### src/rtl/gpa_pkg.sv
// Purpose: constants for the port A register block
// Assumes: AXI4-Lite, 32-bit data, 16-bit registers in the low half-word
// Notes: register index is the printed offset, byte address is four times it
package gpa_pkg;
  localparam int ADDR_W = 12;
  localparam logic [9:0] IDX_DIR = 10'h2C0;
  localparam logic [9:0] IDX_LVL = 10'h2C2;
  localparam logic [9:0] IDX_LAT = 10'h2C4;
  localparam logic [9:0] IDX_ODC = 10'h2C6;
  localparam logic [15:0] IMPL_MASK = 16'h079F;
  localparam logic [15:0] BIG_PKG_MASK = 16'h0780;
  localparam int BIT_OSC_ONLY = 3;
  localparam int BIT_CLK_PIN = 2;
  localparam logic [15:0] DIR_RESET = 16'h079F;
  localparam logic [15:0] LVL_RESET = 16'h0000;
  localparam logic [15:0] LAT_RESET = 16'h0000;
  localparam logic [15:0] ODC_RESET = 16'h0000;
  localparam logic [1:0] OSC_DISABLED = 2'h0;
  localparam logic [1:0] OSC_EXT_CLOCK = 2'h3;
  localparam logic [1:0] RESP_OKAY = 2'h0;
  localparam logic [1:0] RESP_SLVERR = 2'h2;
endpackage : gpa_pkg

### src/rtl/gpa_pin_if.sv
// Purpose: carries pad levels into the synchroniser and back out
// Assumes: one clock domain on the synced side
// Notes: raw is asynchronous to the clock
`timescale 1ns/1ns
interface gpa_pin_if;
  logic [15:0] raw;
  logic [15:0] synced;
  modport sync (input raw, output synced);
  modport user (output raw, input synced);
endinterface : gpa_pin_if

### src/rtl/gpa_sync.sv
// Purpose: two-flop synchroniser for the port pad inputs
// Assumes: asynchronous active-low reset
// Notes: first stage is read only by the second
`timescale 1ns/1ns
module gpa_sync
  import gpa_pkg::*;
#(
  parameter int W = 16
) (
  input wire logic clock, // system clock
  input wire logic nrst, // async reset, low
  gpa_pin_if.sync pins // raw in, synced out
);
  logic [W-1:0] s1_r;
  logic [W-1:0] s2_r;
  logic [W-1:0] s1_nxt;
  logic [W-1:0] s2_nxt;

  always_comb begin
    s1_nxt = pins.raw;
    s2_nxt = s1_r;
  end

  always_ff @(posedge clock or negedge nrst) begin
    if (!nrst) begin
      s1_r <= LVL_RESET;
      s2_r <= LVL_RESET;
    end else begin
      s1_r <= s1_nxt;
      s2_r <= s2_nxt;
    end
  end

  assign pins.synced = s2_r;
endmodule : gpa_sync

### src/rtl/gpa_port.sv
// Purpose: general I/O port A registers behind an AXI4-Lite slave
// Assumes: configuration inputs are on the system clock
// Notes: unavailable bits read zero and leave their pad undriven
//
// Design decision made here: register access over AXI4-Lite.
`timescale 1ns/1ns
// What this block does
// - unimplemented bits of all four registers always read zero
// - on the small package, bits 10 to 7 are absent and read zero
// - bit 3 works only when the primary oscillator is disabled
// - bit 2 works only with oscillator disabled or external clock and clock pin off
// - reset loads direction 079F and the other three registers zero
module gpa_port
  import gpa_pkg::*;
(
  input wire logic clock, // system clock
  input wire logic nrst, // async reset, low
  input wire logic [ADDR_W-1:0] s_axi_awaddr, // write address
  input wire logic s_axi_awvalid, // write address valid
  output logic s_axi_awready, // write address ready
  input wire logic [31:0] s_axi_wdata, // write data
  input wire logic [3:0] s_axi_wstrb, // byte strobes
  input wire logic s_axi_wvalid, // write data valid
  output logic s_axi_wready, // write data ready
  output logic [1:0] s_axi_bresp, // write response
  output logic s_axi_bvalid, // write response valid
  input wire logic s_axi_bready, // write response ready
  input wire logic [ADDR_W-1:0] s_axi_araddr, // read address
  input wire logic s_axi_arvalid, // read address valid
  output logic s_axi_arready, // read address ready
  output logic [31:0] s_axi_rdata, // read data
  output logic [1:0] s_axi_rresp, // read response
  output logic s_axi_rvalid, // read data valid
  input wire logic s_axi_rready, // read data ready
  input wire logic package_small, // smaller package variant
  input wire logic [1:0] primary_osc_mode, // oscillator mode setting
  input wire logic clock_pin_function_select, // clock output pin on
  input wire logic [15:0] pad_in, // pad levels
  output logic [15:0] pad_out, // pad output level
  output logic [15:0] pad_oe // pad drive enable
);
  logic [15:0] dir_r, dir_nxt;
  logic [15:0] lat_r, lat_nxt;
  logic [15:0] od_r, od_nxt;
  logic [15:0] out_r, out_nxt;
  logic [15:0] oe_r, oe_nxt;
  logic [ADDR_W-1:0] awaddr_r, awaddr_nxt;
  logic [31:0] wdata_r, wdata_nxt;
  logic [3:0] wstrb_r, wstrb_nxt;
  logic aw_have_r, aw_have_nxt;
  logic w_have_r, w_have_nxt;
  logic awready_r, awready_nxt;
  logic wready_r, wready_nxt;
  logic bvalid_r, bvalid_nxt;
  logic [1:0] bresp_r, bresp_nxt;
  logic arready_r, arready_nxt;
  logic rvalid_r, rvalid_nxt;
  logic [31:0] rdata_r, rdata_nxt;
  logic [1:0] rresp_r, rresp_nxt;
  logic wrote_r, wrote_nxt;
  logic [15:0] avail;
  logic [15:0] wmask;
  logic [15:0] wval;
  logic [15:0] rd16;
  logic wr_en;
  logic rd_en;
  gpa_pin_if pins ();

  assign pins.raw = pad_in;

  gpa_sync #(.W(16)) u_sync (
    .clock(clock),
    .nrst(nrst),
    .pins(pins)
  );

  always_comb begin
    avail = IMPL_MASK;
    if (package_small) begin
      avail = avail & ~BIG_PKG_MASK;
    end
    if (primary_osc_mode != OSC_DISABLED) begin
      avail[BIT_OSC_ONLY] = 1'b0;
    end
    if (!((primary_osc_mode == OSC_DISABLED || primary_osc_mode == OSC_EXT_CLOCK)
          && !clock_pin_function_select)) begin
      avail[BIT_CLK_PIN] = 1'b0;
    end
  end

  always_comb begin
    dir_nxt = dir_r;
    lat_nxt = lat_r;
    od_nxt = od_r;
    awaddr_nxt = awaddr_r;
    wdata_nxt = wdata_r;
    wstrb_nxt = wstrb_r;
    aw_have_nxt = aw_have_r;
    w_have_nxt = w_have_r;
    bvalid_nxt = bvalid_r;
    bresp_nxt = bresp_r;
    rvalid_nxt = rvalid_r;
    rdata_nxt = rdata_r;
    rresp_nxt = rresp_r;
    wrote_nxt = wrote_r;
    wr_en = 1'b0;
    rd_en = s_axi_arvalid && arready_r;
    if (s_axi_awvalid && awready_r) begin
      aw_have_nxt = 1'b1;
      awaddr_nxt = s_axi_awaddr;
    end
    if (s_axi_wvalid && wready_r) begin
      w_have_nxt = 1'b1;
      wdata_nxt = s_axi_wdata;
      wstrb_nxt = s_axi_wstrb;
    end
    if (bvalid_r && s_axi_bready) begin
      bvalid_nxt = 1'b0;
    end
    wmask = {{8{wstrb_nxt[1]}}, {8{wstrb_nxt[0]}}};
    wval = wdata_nxt[15:0];
    // both halves of the write are in and the response slot is free
    if (aw_have_nxt && w_have_nxt && !bvalid_r) begin
      wr_en = 1'b1;
      wrote_nxt = 1'b1;
      aw_have_nxt = 1'b0;
      w_have_nxt = 1'b0;
      bvalid_nxt = 1'b1;
      bresp_nxt = RESP_OKAY;
      unique case (awaddr_nxt[ADDR_W-1:2])
        IDX_DIR: dir_nxt = ((dir_r & ~wmask) | (wval & wmask)) & IMPL_MASK;
        IDX_LVL, IDX_LAT: lat_nxt = ((lat_r & ~wmask) | (wval & wmask)) & IMPL_MASK;
        IDX_ODC: od_nxt = ((od_r & ~wmask) | (wval & wmask)) & IMPL_MASK;
        default: bresp_nxt = RESP_SLVERR;
      endcase
    end
    if (rvalid_r && s_axi_rready) begin
      rvalid_nxt = 1'b0;
    end
    rd16 = 16'h0000;
    if (rd_en) begin
      rvalid_nxt = 1'b1;
      rresp_nxt = RESP_OKAY;
      unique case (s_axi_araddr[ADDR_W-1:2])
        IDX_DIR: rd16 = dir_r;
        IDX_LVL: rd16 = pins.synced;
        IDX_LAT: rd16 = lat_r;
        IDX_ODC: rd16 = od_r;
        default: rresp_nxt = RESP_SLVERR;
      endcase
      rdata_nxt = {16'h0000, rd16 & avail};
    end
    awready_nxt = !aw_have_nxt && !bvalid_nxt;
    wready_nxt = !w_have_nxt && !bvalid_nxt;
    arready_nxt = !rvalid_nxt;
    oe_nxt = avail & ~dir_nxt & ~(od_nxt & lat_nxt);
    out_nxt = avail & lat_nxt & ~od_nxt;
  end

  always_ff @(posedge clock or negedge nrst) begin
    if (!nrst) begin
      dir_r <= DIR_RESET;
      lat_r <= LAT_RESET;
      od_r <= ODC_RESET;
      out_r <= 16'h0000;
      oe_r <= 16'h0000;
      awaddr_r <= '0;
      wdata_r <= 32'h00000000;
      wstrb_r <= 4'h0;
      aw_have_r <= 1'b0;
      w_have_r <= 1'b0;
      awready_r <= 1'b0;
      wready_r <= 1'b0;
      bvalid_r <= 1'b0;
      bresp_r <= RESP_OKAY;
      arready_r <= 1'b0;
      rvalid_r <= 1'b0;
      rdata_r <= 32'h00000000;
      rresp_r <= RESP_OKAY;
      wrote_r <= 1'b0;
    end else begin
      dir_r <= dir_nxt;
      lat_r <= lat_nxt;
      od_r <= od_nxt;
      out_r <= out_nxt;
      oe_r <= oe_nxt;
      awaddr_r <= awaddr_nxt;
      wdata_r <= wdata_nxt;
      wstrb_r <= wstrb_nxt;
      aw_have_r <= aw_have_nxt;
      w_have_r <= w_have_nxt;
      awready_r <= awready_nxt;
      wready_r <= wready_nxt;
      bvalid_r <= bvalid_nxt;
      bresp_r <= bresp_nxt;
      arready_r <= arready_nxt;
      rvalid_r <= rvalid_nxt;
      rdata_r <= rdata_nxt;
      rresp_r <= rresp_nxt;
      wrote_r <= wrote_nxt;
    end
  end

  assign s_axi_awready = awready_r;
  assign s_axi_wready = wready_r;
  assign s_axi_bvalid = bvalid_r;
  assign s_axi_bresp = bresp_r;
  assign s_axi_arready = arready_r;
  assign s_axi_rvalid = rvalid_r;
  assign s_axi_rdata = rdata_r;
  assign s_axi_rresp = rresp_r;
  assign pad_out = out_r;
  assign pad_oe = oe_r;
endmodule : gpa_port

### config.mk
export PLATFORM = sky130hd
export DESIGN_NAME = gpa_port
export DESIGN_NICKNAME = d
export VERILOG_FILES = /design/src/rtl/gpa_pkg.sv /design/src/rtl/gpa_pin_if.sv /design/src/rtl/gpa_sync.sv /design/src/rtl/gpa_port.sv
export SDC_FILE = /design/constraint.sdc
export NUM_CORES = 1
export LEC_CHECK = 0
export BUFFER_PORTS_ARGS = -buffer_cell sky130_fd_sc_hd__buf_2
export CORE_MARGIN = 4
export CORE_UTILIZATION = 40
export CTS_CLUSTER_DIAMETER = 100
export DETAILED_ROUTE_END_ITERATION = 10
export PLACE_DENSITY = 0.64
export SLEW_MARGIN = 20
export SYNTH_ARGS = -nofsm -noshare
export SYNTH_HDL_FRONTEND = slang
export SYNTH_SLANG_ARGS = --single-unit
### constraint.sdc
create_clock -name clock -period 5.4 [get_ports clock]
set_input_delay 1.08 -clock clock [delete_from_list [all_inputs] [get_ports clock]]
set_output_delay 1.08 -clock clock [all_outputs]
set_load 0.02 [all_outputs]
# Word level (Yosys, flattened, before mapping)
# Index checks and enable logic that the tools add are counted.
classes:
  n_bitwise: 17
  n_mux: 24
  eq_ne: 9
  n_reduce_logical: 22
ops:
  columns: ["op", "n"]
  rows:
  - ["16-bit two-way mux", 8]
  - ["10-bit == test, second input constant", 8]
  - ["16-bit one-hot mux with 4 select lines", 1]
  - ["16-bit AND", 3]
  - ["16-bit NOT", 3]
  - ["11-bit AND", 4]
  - ["11-bit bitwise OR", 3]
  - ["11-bit by 16-bit AND with 16-bit output", 2]
  - ["16-bit by 11-bit AND with 16-bit output", 1]
  - ["12-bit two-way mux", 1]
  - ["11-bit two-way mux", 1]
  - ["11-bit NOT", 1]
  - ["1-bit logical AND", 10]
  - ["1-bit two-way mux", 10]
  - ["4-bit OR reduction", 2]
  - ["1-bit zero test", 6]
  - ["2-bit two-way mux", 3]
  - ["2-bit == test, second input constant", 1]
  - ["2-bit zero test", 1]
  - ["2-bit nonzero test", 1]
  - ["2-bit OR reduction", 1]
  - ["1-bit logical OR", 1]
totals:
  wordCells: 93
  ff_bits: 169

# Depth between registers and ports, before layout
depth:
  ltp_word: 10
  ltp_mapped: 7
  depth_no_buf: 6

# Cells and area by module
# A second synthesis with hierarchy kept.
hier_totals:
  cells_unflattened: 360
  hier_area_um2: 4789.6
modules_own_cells:
  columns: ["module", "cells_per_inst", "seq_area_each_um2", "instances", "area_per_inst_um2"]
  rows:
  - ["gpa_port", 328, 2113.3, 1, 3988.8]
  - ["gpa_sync", 32, 800.8, 1, 800.8]

# Worst setup path after synthesis
# No wires, ideal clock.
synth_path:
  path_kind: "in2reg"
  start: "input s_axi_awaddr[2]"
  end: "register oe_r[3] (netlist: pad_oe[3])"
  t_arrival_ps: 2862
  setup_time_ps: 99
  slack_ps: 2438
  stages: 5
  cell_sequence: "nor4_2 -> nand3_2 -> a2111oi_2 -> mux2_2 -> a311oi_1"
synth_via:
  elab_cells_between_ends: 17
  cone_classes: "eq/ne (4); mux (7); bitwise (5); reduce/logical (1)"
synth_rtl:
  columns: ["element", "line", "rtl"]
  rows:
  - ["start: declaration", "gpa_port.sv:18", "input wire logic [ADDR_W-1:0] s_axi_awaddr,"]
  - ["12-bit two-way mux", "gpa_port.sv:108", "if (s_axi_awvalid && awready_r) begin"]
  - ["10-bit == test", "gpa_port.sv:130", "unique case (awaddr_nxt[ADDR_W-1:2])"]
  - ["16-bit two-way mux", "gpa_port.sv:130", null]
  - ["16-bit two-way mux", "gpa_port.sv:123", "if (aw_have_nxt && w_have_nxt && !bvalid_r) begin"]
  - ["via dir_nxt[3]", "gpa_port.sv:42", "logic [15:0] dir_r, dir_nxt;"]
  - ["16-bit NOT", "gpa_port.sv:156", "oe_nxt = avail & ~dir_nxt & ~(od_nxt & lat_nxt);"]
  - ["11-bit by 16-bit AND with 16-bit output", "gpa_port.sv:156", null]
  - ["16-bit AND", "gpa_port.sv:156", null]
  - ["via oe_nxt[3]", "gpa_port.sv:46", "logic [15:0] oe_r, oe_nxt;"]
  - ["end signal: assignment", "gpa_port.sv:186", "oe_r <= oe_nxt;"]
  - ["end: declaration", "gpa_port.sv:46", null]
# The timed path passes the listed nets, and every way through them passes these cells.
# A chain may end at the register's enable or synchronous reset.

# Final worst setup path
layout_path:
  start: "input s_axi_awvalid"
  end: "register oe_r[3] (netlist: pad_oe[3])"
layout_via:
  elab_cells_between_ends: 21
  cone_classes: "eq/ne (4); mux (8); bitwise (5); reduce/logical (4)"
layout_rtl:
  columns: ["element", "line", "rtl"]
  rows:
  - ["start: declaration", "gpa_port.sv:19", "input wire logic s_axi_awvalid,"]
  - ["1-bit logical AND (*)", "gpa_port.sv:108", null]
  - ["12-bit two-way mux / 1-bit two-way mux (equally long branches)", "gpa_port.sv:108", null]
  - ["10-bit == test / 1-bit logical AND (equally long branches)", "gpa_port.sv:130, gpa_port.sv:123", null]
  - ["16-bit two-way mux / 1-bit logical AND (equally long branches)", "gpa_port.sv:130, gpa_port.sv:123", null]
  - ["16-bit two-way mux (*)", "gpa_port.sv:123", null]
  - ["via dir_nxt[3]", "gpa_port.sv:42", null]
  - ["16-bit NOT (*)", "gpa_port.sv:156", null]
  - ["11-bit by 16-bit AND with 16-bit output (*)", "gpa_port.sv:156", null]
  - ["16-bit AND (*)", "gpa_port.sv:156", null]
  - ["via oe_nxt[3]", "gpa_port.sv:46", null]
# Mark *: on every way through the listed nets, which the timed path passes. The rest lies on a longest branch.

==> qor.txt <==
run status - complete, no violations
Die H - 113 um
Yosys reg bits - 102
Critical Path, Cell by Cell - buf_2, and2_1, nand3_2, a2111oi_2, mux2_2, a311oi_1
Synth Area per Inst - 12.7 um2
initial drt markers - 114
Boundary Pins - 160
Final #Nets - 525
via count of the first global-routing pass - 2934
final setup skew - 0.0151 ns
setup bufs post-CTS - 0
fin. max-slew vios - 0
post-route antenna net violation count - 0
most frequent cells in the layout - dfrtp_1, buf_2, nand2_1, conb_1, mux2_2
CTS tree - yes
CTS buffer count - 9
FMAX - 282 MHz
CP startpoint kind - input pin
antenna violations before repair - 1
Max Root-Sink Buffers - 2
post-DP HPWL - 6.48 mm
first-pass GRT wire length - 14.4 mm
share of the synthesized area in the top cell type - 0.528
CP Class - input pin to flop
Seq/Total Area, Yosys - 0.582
die area - 12800 um2
Setup Viol. Count Final - 0
Initial Util - 0.408
Worst path top cell family by delay - compound AO/OA/AOI/OAI gates
final std cells w/o fill - 582
die width - 113 um
gr usage total - 0.145
Layout area overhead - 13.9%
GPL Wtd Cong - 0.763
CP Max Fanout - 17
Max Cap Viol - 0
clock transition at the registers of the reported paths - 0.09 ns
DR vias/cell - 4.95
ys flop type - dfrtp_1
synth unique cells - 48
Post-Synthesis Cell Area - 4400 um2
hold slack final - 0.357 ns
CTS Sinks - 102
FILL cells - 979
Skew-Pair Late Insertion Delay - 0.37 ns
Slowest-stage cell, CP - a2111oi_2
cts repair resizes - 0
most common cell after layout, fill and taps aside - dfrtp_1
num rows - 38
CTS Root Cell - clkbuf_8
core area - 10800 um2
crit path DAT - 3.79 ns
H-tree lvl count - 3
Ys Warns - 0
RSZ-0062 raised after global routing - false
Overflow after GRT - 0
Yosys top cell by area - dfrtp_1
Placed Cells incl. Taps - 566
max incr delay on CP - 0.97 ns
Worst Tran Pin Value - 1.13 ns
DR WL/cell - 15.6 um
count of final hold-check violations - 0
worst vdd ir - 0.000138 V
Power Density - 358 nW/um2
TritonRoute pass-1 iters - 4
vias - 2879
P_leak - 2.51 nW
share of layout cells above drive strength 1 - 0.364
Synth async-reset ratio - 1.00
n_diodes - 0
largest net degree at the start of global routing - 62
Cells after Synth - 348
CP bufs+invs - 1
min Tclk post-route - 3.54 ns
IO Port Bufs - 84
slew margin rel. - 0.243
crit end category - flop
post-layout util - 0.465
Routed Wire Length - 9.09 mm
Area contributors post-synth - dfrtp_1, mux2_2, buf_4
setup_tns - 0 ns
Residual DRC - 0
EDFF count, synth - 0
Tcrit/Tclk final - 0.656
Post-CTS Hold Fix Bufs - 0
WP data required - 5.65 ns
HP Class - flop to flop
## cells in the mapped netlist, types with 2 or more instances
cell / n
a2111oi_2: 3
a22oi_1: 18
nor3_1: 3
nor2b_1: 7
inv_1: 13
mux2_2: 33
clkbuf_1: 4
a31oi_1: 2
nor4_1: 2
a32o_1: 2
nor3b_1: 3
nor4_2: 5
a22o_1: 7
buf_1: 2
and3_1: 3
or2_2: 2
and4b_1: 2
o211a_1: 3
dfstp_2: 9
buf_4: 40
dfrtp_1: 93
xor2_1: 2
a21o_1: 2
and2_1: 2
a211oi_1: 7
a21oi_1: 4
mux2i_1: 5
nor2_1: 5
nand2_1: 44
o21ai_0: 2
a2111oi_4: 2
## where the power goes
part           internal, W  switching, W  leakage [nW]
Clock             0.000174      0.000278        0.0923
Combinational     0.000141      0.000260          1.16
Sequential        0.000879     0.0000656          1.26
Total              0.00119      0.000603          2.51
## per-stage QoR
stage / instance area [um2] / total power [W] / setup WS, ns
after floorplan: 4550 / 0.00126 / 2.44
after global placement: 4840 / 0.00134 / 1.45
after detailed placement: 4840 / 0.00136 / 1.46
after CTS: 5020 / 0.00181 / 1.86
after global routing: 5020 / 0.00190 / 1.74
final: 5020 / 0.00180 / 1.86
## worst paths after layout
path                                     start  slack (ns)                    end  cells after the start
worst min register to register  u_sync.s1_r[1]        0.36  u_sync.pins.synced[1]                      0
worst max-delay path             s_axi_awvalid        1.86              pad_oe[3]                      6
min in group asynchronous                 nrst        0.67              pad_oe[2]                      1
max in group asynchronous                 nrst        3.54             wdata_r[1]                      2
worst max register to register   s_axi_awready        2.24              pad_oe[3]                      5
worst min-delay path            u_sync.s1_r[1]        0.36  u_sync.pins.synced[1]                      0
## routing by layer
layer | routed length, um | GRT usage | share of wire | up-vias
li1 | - | - | - | 1331
met2 | 4270 | 0.229 | 0.47 | 104
met4 | 75 | 0.0433 | 0.0082 | 2
met1 | 4070 | 0.190 | 0.45 | 1434
met3 | 673 | 0.0465 | 0.074 | 8
met5 | 7 | 0 | 0.00077 | -
## area by class of cell
type | count | area [um2] | area share
repair buffers | 86 | 438 | 0.0873
clock inverters | 7 | 55.1 | 0.0110
well taps | 140 | 175 | 0.0349
multi-input cells | 225 | 1610 | 0.321
flip-flops and latches | 102 | 2560 | 0.511
inverters | 13 | 48.8 | 0.00973
clock buffers | 9 | 124 | 0.0247
## logic make-up (layout without fill, tap and decap cells)
kind of cell,after synthesis,in the layout,synth area share
AO/OA/AOI/OAI,58,58,0.116
XOR/XNOR,2,2,0.00398
adder cells (fa/ha/maj),1,1,0.00284
buffers and inverters,59,115,0.0844
flip-flops,102,102,0.582
multiplexers,38,38,0.0957
other,1,39,0.000851
AND/OR/NAND/NOR,87,87,0.114
## registers in the layout (all words and copies together) (netlist names), 2 cells and up
signal and flops:
dir_r 9, u_sync.pins.synced 9, wstrb_r 2, s_axi_rdata 9
u_sync.s1_r 9, od_r 9, lat_r 9, pad_out 9
wdata_r 9, awaddr_r 10, pad_oe 9
## worst reg2reg max path, delay by kind of cell (launching register included)
kind,cells,cell delay [ns]
AOI/OAI and AO/OA,2,1.27
DFF,1,0.43
muxes,1,0.44
and+or+nand+nor,2,0.90
Note: power is estimated with default switching activity, not from simulation.
